$ cat config.mk
export PLATFORM = sky130hd
export DESIGN_NAME = pwt_timer
export DESIGN_NICKNAME = d
export VERILOG_FILES = /design/src/rtl/pwt_pkg.sv /design/src/rtl/pwt_pin_sync.sv /design/src/rtl/pwt_tick_sync.sv /design/src/rtl/pwt_timer.sv
export VERILOG_INCLUDE_DIRS = /design/src /design/src/rtl
export SDC_FILE = /design/constraint.sdc
export NUM_CORES = 1
export LEC_CHECK = 0
export BUFFER_PORTS_ARGS = -buffer_cell sky130_fd_sc_hd__buf_2
export CORE_MARGIN = 4
export CORE_UTILIZATION = 61
export DETAILED_ROUTE_END_ITERATION = 10
export PLACE_DENSITY_LB_ADDON = 0.3
export SLEW_MARGIN = 20
export SYNTH_ARGS = -nofsm -noshare
export SYNTH_HDL_FRONTEND = slang
export SYNTH_SLANG_ARGS = --single-unit
$ cat constraint.sdc
create_clock -name CLK -period 3.85 [get_ports CLK]
set_input_delay 0.77 -clock CLK [delete_from_list [all_inputs] [get_ports CLK]]
set_output_delay 0.77 -clock CLK [all_outputs]
set_load 0.01 [all_outputs]
$ cat src/rtl/pwt_regs.svh
// Register offsets, field positions, reset values and timing counts.
`ifndef PWT_REGS_SVH
`define PWT_REGS_SVH

`define PWT_CTRL_OFS 8'h00
`define PWT_OSCTRL_OFS 8'h04
`define PWT_IOCTRL_OFS 8'h08
`define PWT_MODE_OFS 8'h0C
`define PWT_PRE_OFS 8'h10
`define PWT_SEC_OFS 8'h14
`define PWT_PRI_OFS 8'h18
`define PWT_PORT_OFS 8'h1C
`define PWT_ISTAT_OFS 8'h20
`define PWT_IEN_OFS 8'h24
`define PWT_ICLR_OFS 8'h28

`define PWT_CTRL_START_BIT 0
`define PWT_CTRL_STATUS_BIT 1
`define PWT_CTRL_STOP_BIT 2
`define PWT_OS_START_BIT 0
`define PWT_OS_STOP_BIT 1
`define PWT_OS_STATUS_BIT 2
`define PWT_IO_LEVEL_BIT 0
`define PWT_IO_TRIG_BIT 1
`define PWT_PORT_DIR_BIT 0
`define PWT_PORT_DATA_BIT 1
`define PWT_MODE_LSB 0
`define PWT_SRC_LSB 4
`define PWT_INT_UF_BIT 0
`define PWT_INT_OS_BIT 1

`define PWT_PRE_RST 8'hFF
`define PWT_SEC_RST 8'hFF
`define PWT_PRI_RST 8'hFF

// Count source tick: CLK divided by 2**select, select 0..7.
`define PWT_DIV_W 7
`define PWT_SYNC_STAGES 2

`endif

$ cat src/rtl/pwt_pkg.sv
// Types shared by the prescaled one-shot waveform timer.
package pwt_pkg;

    typedef enum logic [1:0] {
        PWT_TIMER = 2'h0,
        PWT_WAVE = 2'h1,
        PWT_ONESHOT = 2'h2,
        PWT_WAIT = 2'h3
    } pwt_mode_t;

    typedef enum logic {
        PWT_PH_PRI = 1'b0,
        PWT_PH_SEC = 1'b1
    } pwt_phase_t;

    typedef struct packed {
        logic s1;
        logic s2;
    } pwt_sync_t;

    typedef struct packed {
        logic [6:0] div;
        logic [2:0] src_sel;
        pwt_mode_t mode;
        logic start;
        logic os_tgt;
        logic out_lvl;
        logic trig_en;
        logic port_dir;
        logic port_dat;
        logic [7:0] pre_reg;
        logic [7:0] sec_reg;
        logic [7:0] pri_reg;
        logic [7:0] pre_cnt;
        logic [7:0] tmr_cnt;
        pwt_phase_t phase;
        logic out;
        logic ext_q;
        logic [1:0] ist;
        logic [1:0] ien;
        logic irq;
        logic pready;
        logic pslverr;
        logic [31:0] prdata;
    } pwt_state_t;

endpackage : pwt_pkg

$ cat src/rtl/pwt_pin_sync.sv
// Two flip-flop synchroniser for a pin sampled on CLK.
`timescale 1ns/1ps
module pwt_pin_sync (
    input wire logic clk,
    input wire logic rst_n,
    input wire logic d,
    output logic q
);
    pwt_pkg::pwt_sync_t r;
    pwt_pkg::pwt_sync_t nxt;

    always_comb begin
        nxt.s1 = d;
        nxt.s2 = r.s1;
    end

    always_ff @(posedge clk or negedge rst_n) begin
        if (!rst_n) begin
            r <= '0;
        end else begin
            r <= nxt;
        end
    end

    assign q = r.s2;
endmodule : pwt_pin_sync

$ cat src/rtl/pwt_tick_sync.sv
// Two-stage synchroniser that advances only on count source ticks.
`timescale 1ns/1ps
module pwt_tick_sync (
    input wire logic clk,
    input wire logic rst_n,
    input wire logic tick,
    input wire logic clr,
    input wire logic d,
    output logic q
);
    pwt_pkg::pwt_sync_t r;
    pwt_pkg::pwt_sync_t nxt;

    // Clear empties both stages at once, so a forced halt never waits.
    always_comb begin
        nxt = r;
        if (clr) begin
            nxt = '0;
        end else if (tick) begin
            nxt.s1 = d;
            nxt.s2 = r.s1;
        end
    end

    always_ff @(posedge clk or negedge rst_n) begin
        if (!rst_n) begin
            r <= '0;
        end else begin
            r <= nxt;
        end
    end

    assign q = r.s2;
endmodule : pwt_tick_sync

$ cat src/rtl/pwt_timer.sv
// Prescaled 8-bit down-counting timer with waveform and one-shot modes.
//
// Implementation choices: the placing of the registers and register access over APB.
`timescale 1ns/1ps
`include "pwt_regs.svh"

module pwt_timer (
    input wire logic CLK,
    input wire logic RST_N,
    input wire logic PSEL,
    input wire logic PENABLE,
    input wire logic PWRITE,
    input wire logic [7:0] PADDR,
    input wire logic [31:0] PWDATA,
    input wire logic EXT_TRIG,
    output logic [31:0] PRDATA,
    output logic PREADY,
    output logic PSLVERR,
    output logic IRQ,
    output logic TIMER_OUT
);
    pwt_pkg::pwt_state_t r;
    pwt_pkg::pwt_state_t s;

    logic [6:0] mask;
    logic tick;
    logic cs;
    logic os_st;
    logic ext_s;
    logic setup;
    logic wr;
    logic stop_now;
    logic os_done;
    logic os_clr;
    logic oneshot_mode;
    logic active;
    logic idle_lvl;
    logic wave_mode;
    logic trig_edge;
    logic [1:0] ev;
    logic [31:0] rdata;

    function automatic logic pwt_hit(input logic [7:0] a);
        pwt_hit = (a == `PWT_CTRL_OFS) || (a == `PWT_OSCTRL_OFS) ||
            (a == `PWT_IOCTRL_OFS) || (a == `PWT_MODE_OFS) ||
            (a == `PWT_PRE_OFS) || (a == `PWT_SEC_OFS) ||
            (a == `PWT_PRI_OFS) || (a == `PWT_PORT_OFS) ||
            (a == `PWT_ISTAT_OFS) || (a == `PWT_IEN_OFS) ||
            (a == `PWT_ICLR_OFS);
    endfunction : pwt_hit

    // The count source is a tick enable derived from CLK by a power of two.
    assign mask = 7'((8'h01 << r.src_sel) - 8'h01);
    assign tick = ((r.div & mask) == mask);

    // Ready is registered from the first access cycle: one wait state.
    assign setup = PSEL & PENABLE & ~r.pready;
    assign wr = PSEL & PENABLE & r.pready & PWRITE;
    assign stop_now = wr & (PADDR == `PWT_CTRL_OFS) &
        PWDATA[`PWT_CTRL_STOP_BIT];
    assign oneshot_mode = (r.mode == pwt_pkg::PWT_ONESHOT) ||
        (r.mode == pwt_pkg::PWT_WAIT);
    assign idle_lvl = ~r.out_lvl;
    assign wave_mode = (r.mode == pwt_pkg::PWT_WAVE);
    assign trig_edge = ext_s & ~r.ext_q;
    assign os_clr = stop_now | os_done;

    // Status is the second stage, so it trails start by two ticks.
    pwt_tick_sync u_start_sync (
        .clk(CLK),
        .rst_n(RST_N),
        .tick(tick),
        .clr(stop_now),
        .d(r.start),
        .q(cs)
    );

    pwt_tick_sync u_os_sync (
        .clk(CLK),
        .rst_n(RST_N),
        .tick(tick),
        .clr(os_clr),
        .d(r.os_tgt),
        .q(os_st)
    );

    // The pin is asynchronous to CLK, so two flops come before any logic.
    pwt_pin_sync u_trig_sync (
        .clk(CLK),
        .rst_n(RST_N),
        .d(EXT_TRIG),
        .q(ext_s)
    );

    // One-shot modes only run while the one-shot status is also set.
    assign active = cs & ~stop_now & (~oneshot_mode | os_st);

    // Read data is picked in the first access cycle and registered.
    always_comb begin
        rdata = 32'h0000_0000;
        unique case (PADDR)
            `PWT_CTRL_OFS: begin
                rdata[`PWT_CTRL_START_BIT] = r.start;
                rdata[`PWT_CTRL_STATUS_BIT] = cs;
            end
            `PWT_OSCTRL_OFS: begin
                rdata[`PWT_OS_STATUS_BIT] = os_st;
            end
            `PWT_IOCTRL_OFS: begin
                rdata[`PWT_IO_LEVEL_BIT] = r.out_lvl;
                rdata[`PWT_IO_TRIG_BIT] = r.trig_en;
            end
            `PWT_MODE_OFS: begin
                rdata[`PWT_MODE_LSB +: 2] = r.mode;
                rdata[`PWT_SRC_LSB +: 3] = r.src_sel;
            end
            // Each half reads live; a count may land between the two reads.
            `PWT_PRE_OFS: begin
                rdata[7:0] = r.pre_cnt;
            end
            `PWT_SEC_OFS: begin
                rdata[7:0] = r.sec_reg;
            end
            `PWT_PRI_OFS: begin
                rdata[7:0] = r.tmr_cnt;
            end
            `PWT_PORT_OFS: begin
                rdata[`PWT_PORT_DIR_BIT] = r.port_dir;
                rdata[`PWT_PORT_DATA_BIT] =
                    r.port_dir ? r.port_dat : r.out;
            end
            `PWT_ISTAT_OFS: begin
                rdata[1:0] = r.ist;
            end
            `PWT_IEN_OFS: begin
                rdata[1:0] = r.ien;
            end
            default: rdata = 32'h0000_0000;
        endcase
    end

    always_comb begin
        s = r;
        ev = 2'h0;
        os_done = 1'b0;
        s.div = r.div + 7'h01;

        s.pready = setup;
        s.pslverr = setup & ~pwt_hit(PADDR);
        s.prdata = (setup & ~PWRITE) ? rdata : 32'h0000_0000;

        // Counting engine, one step per count source tick.
        if (active && tick) begin
            if (r.pre_cnt == 8'h00) begin
                s.pre_cnt = r.pre_reg;
                if (r.tmr_cnt == 8'h00) begin
                    ev[`PWT_INT_UF_BIT] = 1'b1;
                    unique case (r.mode)
                        pwt_pkg::PWT_TIMER: s.tmr_cnt = r.pri_reg;
                        pwt_pkg::PWT_WAVE: begin
                            if (r.phase == pwt_pkg::PWT_PH_PRI) begin
                                s.phase = pwt_pkg::PWT_PH_SEC;
                                s.tmr_cnt = r.sec_reg;
                                s.out = idle_lvl;
                            end else begin
                                s.phase = pwt_pkg::PWT_PH_PRI;
                                s.tmr_cnt = r.pri_reg;
                                s.out = r.out_lvl;
                            end
                        end
                        pwt_pkg::PWT_ONESHOT: begin
                            os_done = 1'b1;
                            s.tmr_cnt = r.pri_reg;
                            s.out = idle_lvl;
                        end
                        pwt_pkg::PWT_WAIT: begin
                            if (r.phase == pwt_pkg::PWT_PH_SEC) begin
                                s.phase = pwt_pkg::PWT_PH_PRI;
                                s.tmr_cnt = r.pri_reg;
                                s.out = r.out_lvl;
                            end else begin
                                os_done = 1'b1;
                                s.phase = pwt_pkg::PWT_PH_SEC;
                                s.tmr_cnt = r.sec_reg;
                                s.out = idle_lvl;
                            end
                        end
                    endcase
                end else begin
                    s.tmr_cnt = r.tmr_cnt - 8'h01;
                end
            end else begin
                s.pre_cnt = r.pre_cnt - 8'h01;
            end
            if (r.mode == pwt_pkg::PWT_ONESHOT && !os_done) begin
                s.out = r.out_lvl;
            end
        end else if (oneshot_mode && !active) begin
            // A stopped one-shot always sits at its reload values.
            s.pre_cnt = r.pre_reg;
            if (r.mode == pwt_pkg::PWT_WAIT) begin
                s.tmr_cnt = r.sec_reg;
                s.phase = pwt_pkg::PWT_PH_SEC;
            end else begin
                s.tmr_cnt = r.pri_reg;
                s.phase = pwt_pkg::PWT_PH_PRI;
            end
            s.out = idle_lvl;
        end

        // The waveform pin follows the phase from the first tick on,
        // not only from the first phase change.
        if (active && wave_mode) begin
            if (s.phase == pwt_pkg::PWT_PH_PRI) begin
                s.out = r.out_lvl;
            end else begin
                s.out = idle_lvl;
            end
        end

        if (os_done) begin
            ev[`PWT_INT_OS_BIT] = 1'b1;
            s.os_tgt = 1'b0;
        end

        // Trigger pin edge arms a one-shot like a start write would.
        s.ext_q = ext_s;
        if (trig_edge && r.trig_en && cs && oneshot_mode) begin
            s.os_tgt = 1'b1;
        end

        if (wr) begin
            unique case (PADDR)
                `PWT_CTRL_OFS: begin
                    s.start = PWDATA[`PWT_CTRL_START_BIT] &
                        ~PWDATA[`PWT_CTRL_STOP_BIT];
                end
                `PWT_OSCTRL_OFS: begin
                    // Stop wins when both are written together.
                    if (PWDATA[`PWT_OS_STOP_BIT]) begin
                        s.os_tgt = 1'b0;
                    end else if (PWDATA[`PWT_OS_START_BIT]) begin
                        s.os_tgt = 1'b1;
                    end
                end
                `PWT_IOCTRL_OFS: begin
                    s.out_lvl = PWDATA[`PWT_IO_LEVEL_BIT];
                    s.trig_en = PWDATA[`PWT_IO_TRIG_BIT];
                end
                `PWT_MODE_OFS: begin
                    s.mode = pwt_pkg::pwt_mode_t'(PWDATA[`PWT_MODE_LSB +: 2]);
                    s.src_sel = PWDATA[`PWT_SRC_LSB +: 3];
                end
                `PWT_PRE_OFS: begin
                    s.pre_reg = PWDATA[7:0];
                    if (!cs) begin
                        s.pre_cnt = PWDATA[7:0];
                    end
                end
                `PWT_SEC_OFS: begin
                    s.sec_reg = PWDATA[7:0];
                end
                `PWT_PRI_OFS: begin
                    s.pri_reg = PWDATA[7:0];
                    if (!cs) begin
                        s.tmr_cnt = PWDATA[7:0];
                    end
                end
                `PWT_PORT_OFS: begin
                    s.port_dir = PWDATA[`PWT_PORT_DIR_BIT];
                    s.port_dat = PWDATA[`PWT_PORT_DATA_BIT];
                end
                `PWT_IEN_OFS: begin
                    s.ien = PWDATA[1:0];
                end
                `PWT_ISTAT_OFS: begin
                    // Status is read-only; a write leaves it alone.
                    s.ist = r.ist;
                end
                `PWT_ICLR_OFS: begin
                    // The clear is merged with new events further down.
                    s.ist = r.ist;
                end
                default: s.start = s.start;
            endcase
        end

        // Waveform halt during the primary phase restores the prescaler and primary reset periods; the secondary reload keeps its value.
        if (stop_now && wave_mode &&
            r.phase == pwt_pkg::PWT_PH_PRI && cs) begin
            s.pre_reg = `PWT_PRE_RST;
            s.pri_reg = `PWT_PRI_RST;
            s.pre_cnt = `PWT_PRE_RST;
            s.tmr_cnt = `PWT_PRI_RST;
        end

        // A new event outranks a clear written in the same cycle.
        if (wr && PADDR == `PWT_ICLR_OFS) begin
            s.ist = (r.ist & ~PWDATA[1:0]) | ev;
        end else begin
            s.ist = r.ist | ev;
        end
        s.irq = |(s.ist & s.ien);
    end

    // Reset leaves the counter stopped with every reload at its default.
    always_ff @(posedge CLK or negedge RST_N) begin
        if (!RST_N) begin
            r <= '0;
            r.mode <= pwt_pkg::PWT_TIMER;
            r.phase <= pwt_pkg::PWT_PH_PRI;
            r.out_lvl <= 1'b1;
            r.pre_reg <= `PWT_PRE_RST;
            r.sec_reg <= `PWT_SEC_RST;
            r.pri_reg <= `PWT_PRI_RST;
            r.pre_cnt <= `PWT_PRE_RST;
            r.tmr_cnt <= `PWT_PRI_RST;
        end else begin
            r <= s;
        end
    end

    assign PRDATA = r.prdata;
    assign PREADY = r.pready;
    assign PSLVERR = r.pslverr;
    assign IRQ = r.irq;
    assign TIMER_OUT = r.out;
endmodule : pwt_timer

==> results.md <==
- Number of antenna violations at the first check in global routing: 0
- Number of enable-type register cells in the synthesized netlist: 0
- FILL cells: 624
- R2R Path Start: r[43]
- Proportion of synthesized flip-flops having asynchronous set or reset: 100%
- Signed area change from the synthesized netlist to the final layout: 6.21%
- Status: finished clean
- Cell Chain, Critical Path: inv_1, ha_1, nor3b_1, and2_1, nand2_1, a21oi_1, nand4_1, nand3_1, o21ai_0, and2_1
- Xor and xnor area share after synthesis: 1.22%
- DR pass1 iterations: 6
- Global-route total usage across every layer: 27.6%
- Register area: 2100 um2
- Count of boundary I/O pins: 82
- Final clock period utilization by the worst path: 74.7%
- Endpoints failing hold: 0
- Number of nets in the final layout: 578
- Final TNS setup: 0 ps
- Pwr per Cell Area: 349 nW/um2
- Number of distinct library cells after synthesis: 70
- Share of the synthesized area in compound gates (AO/OA/AOI/OAI): 20.9%
- Critical Path Source Type: flop
- Setup Slack @ Placement: 792 ps
- Die outline width: 97.7 um
- Synth warn: 0
- Pins Over Slew Limit: 0
- Dominant synthesized flop cell: sky130_fd_sc_hd__dfstp_2
- Slowest library cell on the worst path: sky130_fd_sc_hd__nor3b_1
- Post-detailed-route via-to-cell ratio: 6.64
- Worst reg2reg endpoint: u_os_sync.q
- Number of violations of the max-capacitance limit: 0
- Number of H-tree branching levels: 3
- Number of cells on the worst reg-to-reg path: 10
- Flop2flop setup slack: 970 ps
- Finished layout cell area: 5220 um2
- Clock latency reported for the late side of the worst-skew pair: 360 ps
- Post-CTS Hold Buffers: 0
- Number of routed nets with antenna violations: 0
- Path type of the worst setup path: flop to flop
- Standby leakage power: 2.19 nW
- Routed wire length per instance: 20.4 um
- Hold-critical path depth: 0
- Setup fix buffers added after clock tree synthesis: 0
- Adder-cell share of the synthesized area: 1.27%
- Clock skew: 12.1 ps
- Detailed-route DRC error count: 0
- HP Start: u_trig_sync.nxt[0]
- Minimum clock period: 2880 ps
- Total number of vias: 4207
- Fraction of layout cells with a size suffix above 1: 26.7%
- Number of buffers on the longest clock path: 2
- Post-synthesis sequential area ratio: 42.8%
- Stage delay of the slowest cell on the critical path: 520 ps
- Routability congestion estimate from global placement: 1.00
- Main combinational cell family by area after synthesis: compound AO/OA/AOI/OAI gates
- Syn_area_per_cell: 9.80 um2
- Share of cell area taken by muxes after synthesis: 8.58%
- Data arrival time at the worst-slack endpoint: 3140 ps
- Number of cells after detailed placement: 618
- Detailed-placement wirelength estimate: 9050 um
- Critical Path RT: 4110 ps
- Post-place instance area: 5030 um2
- Mapped cell area: 4910 um2
- Final worst setup slack: 973 ps
- Footprint of the multi-input gates: 2500 um2
- TritonCTS clock tree: yes
- RSZ-0062 raised after global routing: false
- Simple logic cell fraction of the synthesized area: 17.2%
- Vias in the first global route: 4086
- Cell family with most CP delay: simple AND/OR/NAND/NOR gates
- Total die area: 9550 um2
- Endpoint type of the worst setup path: flop
- Number of design-rule violations left by the first detailed-router iteration: 606
- Wire length of the first global-routing pass: 21100 um
- Hold-critical path endpoint: u_trig_sync.q
- Inserted Clock Buffers: 9
- WL final: 13000 um
- Buffering stage count on the worst path with inverters included: 1
- Fin cells: 634
- Die Span Y: 97.7 um
- Max Clk Rate: 348 MHz
- CTS-repair resized insts: 0
- Finish-stage setup viols: 0
- Synthesized netlist cell count: 501
- Transition time at the pin with the least slew margin: 1010 ps
- Core outline area: 7770 um2
- Row Count: 32
- Normalized max-slew margin: 32.7%
- Pin count of the biggest net entering global routing: 83
- Final global-route overflow total: 0
- Highest net fanout along the worst path: 6
- Initial cell density of the core: 63.2%
- Ant. Diodes: 0
- Peak supply drop: 204 uV
- Hold WC Path Type: flop to flop
- Synth Register Bits: 82
- Clock Pin Slew Worst Setup and Hold Paths: 90 ps
- Root cell of the clock tree: sky130_fd_sc_hd__clkbuf_8
- Port bufs: 33
- Cell seen most often among critical-path stages: sky130_fd_sc_hd__and2_1
- CTS Sinks: 82
-- power breakdown --
| group | total (W) | leakage, nW | internal [W] | switching, W |
|---|---|---|---|---|
| logic | 0.000253 | 1.13 | 0.0000778 | 0.000175 |
| registers | 0.000947 | 0.970 | 0.000907 | 0.0000400 |
| clock network | 0.000621 | 0.0936 | 0.000317 | 0.000304 |
| total | 0.00182 | 2.19 | 0.00130 | 0.000519 |
-- state kept, by name, summed over array words and instances, names as in the netlist --
name / count
PSLVERR: 1
u_start_sync.r: 1
TIMER_OUT: 1
u_trig_sync.nxt: 1
r: 64
PRDATA: 8
u_start_sync.q: 1
PREADY: 1
IRQ: 1
u_os_sync.q: 1
u_trig_sync.q: 1
u_os_sync.r: 1
-- kinds of logic (layout without fill, tap and decap cells) --
family / count (synthesis) / count (layout)
AO/OA/AOI/OAI: 140 / 140
XOR/XNOR: 6 / 6
adder cells (fa/ha/maj): 5 / 5
buffers and inverters: 63 / 71
flip-flops: 82 / 82
multiplexers: 39 / 39
other: 1 / 24
AND/OR/NAND/NOR: 165 / 165
-- synthesized netlist by cell type, drive strengths merged, types with 6 or more instances --
cell	n	share of area, %
buf	41	6.3
o221ai	6	1.1
a211oi	13	2.2
a21oi	28	2.9
a31oi	10	1.7
a22oi	11	1.8
mux2	25	5.7
inv	11	0.84
nand4	6	1.1
nand3	18	1.9
mux2i	14	2.9
nor2	43	3.3
o21ai	23	2.3
o22a	14	2.5
dfrtp	41	21
clkbuf	11	0.84
nand2	45	3.5
nor3	19	1.9
dfstp	41	22
-- metrics by stage --
| step | util, % | power [W] | hold WS (ps) |
|---|---|---|---|
| after floorplan | - | 0.00113 | 331 |
| after global placement | 64.7 | 0.00119 | 332 |
| after detailed placement | 64.7 | 0.00121 | 355 |
| after CTS | 67.2 | 0.00182 | 374 |
| after global routing | 67.2 | 0.00190 | 380 |
| final | 67.2 | 0.00182 | 365 |
-- placed cells by master (no fill, tap or decap), types with 5 or more instances in the layout --
cell type	Yosys	layout
sky130_fd_sc_hd__a211oi_1	12	12
sky130_fd_sc_hd__a21oi_1	27	27
sky130_fd_sc_hd__a22oi_1	10	10
sky130_fd_sc_hd__a31oi_1	8	8
sky130_fd_sc_hd__buf_2	4	32
sky130_fd_sc_hd__buf_4	32	12
sky130_fd_sc_hd__clkbuf_8	0	10
sky130_fd_sc_hd__conb_1	1	24
sky130_fd_sc_hd__dfrtp_1	41	41
sky130_fd_sc_hd__dfstp_2	41	41
sky130_fd_sc_hd__ha_1	5	5
sky130_fd_sc_hd__inv_1	10	10
sky130_fd_sc_hd__mux2_2	25	25
sky130_fd_sc_hd__mux2i_1	14	14
sky130_fd_sc_hd__nand2_1	43	43
sky130_fd_sc_hd__nand2b_1	5	5
sky130_fd_sc_hd__nand3_1	17	17
sky130_fd_sc_hd__nand4_1	5	5
sky130_fd_sc_hd__nor2_1	42	42
sky130_fd_sc_hd__nor3_1	19	19
sky130_fd_sc_hd__o21ai_0	13	13
sky130_fd_sc_hd__o21ai_1	10	10
sky130_fd_sc_hd__o221ai_1	6	6
sky130_fd_sc_hd__o22a_1	14	14
-- worst max-delay path by stage --
stage / from / end / slack, ps / cells after the start
floorplan: PWRITE / TIMER_OUT / 1340 / 9
global placement: PADDR[3] / r[56] / 810 / 9
detailed placement: PADDR[3] / r[56] / 790 / 9
CTS: r[43] / u_os_sync.q / 1100 / 10
global route: r[42] / u_os_sync.q / 890 / 10
finish: r[43] / u_os_sync.q / 970 / 10
-- metal layers --
layer / GRT usage (%) / vias up / wire (um)
li1: - / 1856 / -
met1: 39.3 / 2054 / 5460
met2: 41.8 / 253 / 5950
met3: 6.57 / 44 / 1230
met4: 9.05 / 0 / 311
met5: 0 / - / 0
-- worst register-to-register path: cells and delay by family (launching register included) --
| kind | cells | cell delay [ps] |
|---|---|---|
| and+or+nand+nor | 6 | 1710 |
| DFF | 1 | 400 |
| AOI/OAI and AO/OA | 2 | 330 |
| adders and majority gates | 1 | 180 |
| buffers and inverters | 1 | 160 |
-- cell type report --
type / count / share of cell area (%)
Multi-Input combinational cell: 379 / 48.0
Sequential cell: 82 / 40.3
Timing Repair Buffer: 44 / 4.80
Clock buffer: 13 / 2.85
Tap cell: 102 / 2.45
Clock inverter: 3 / 0.815
Inverter: 11 / 0.791
(Power assumes the default switching activity.)
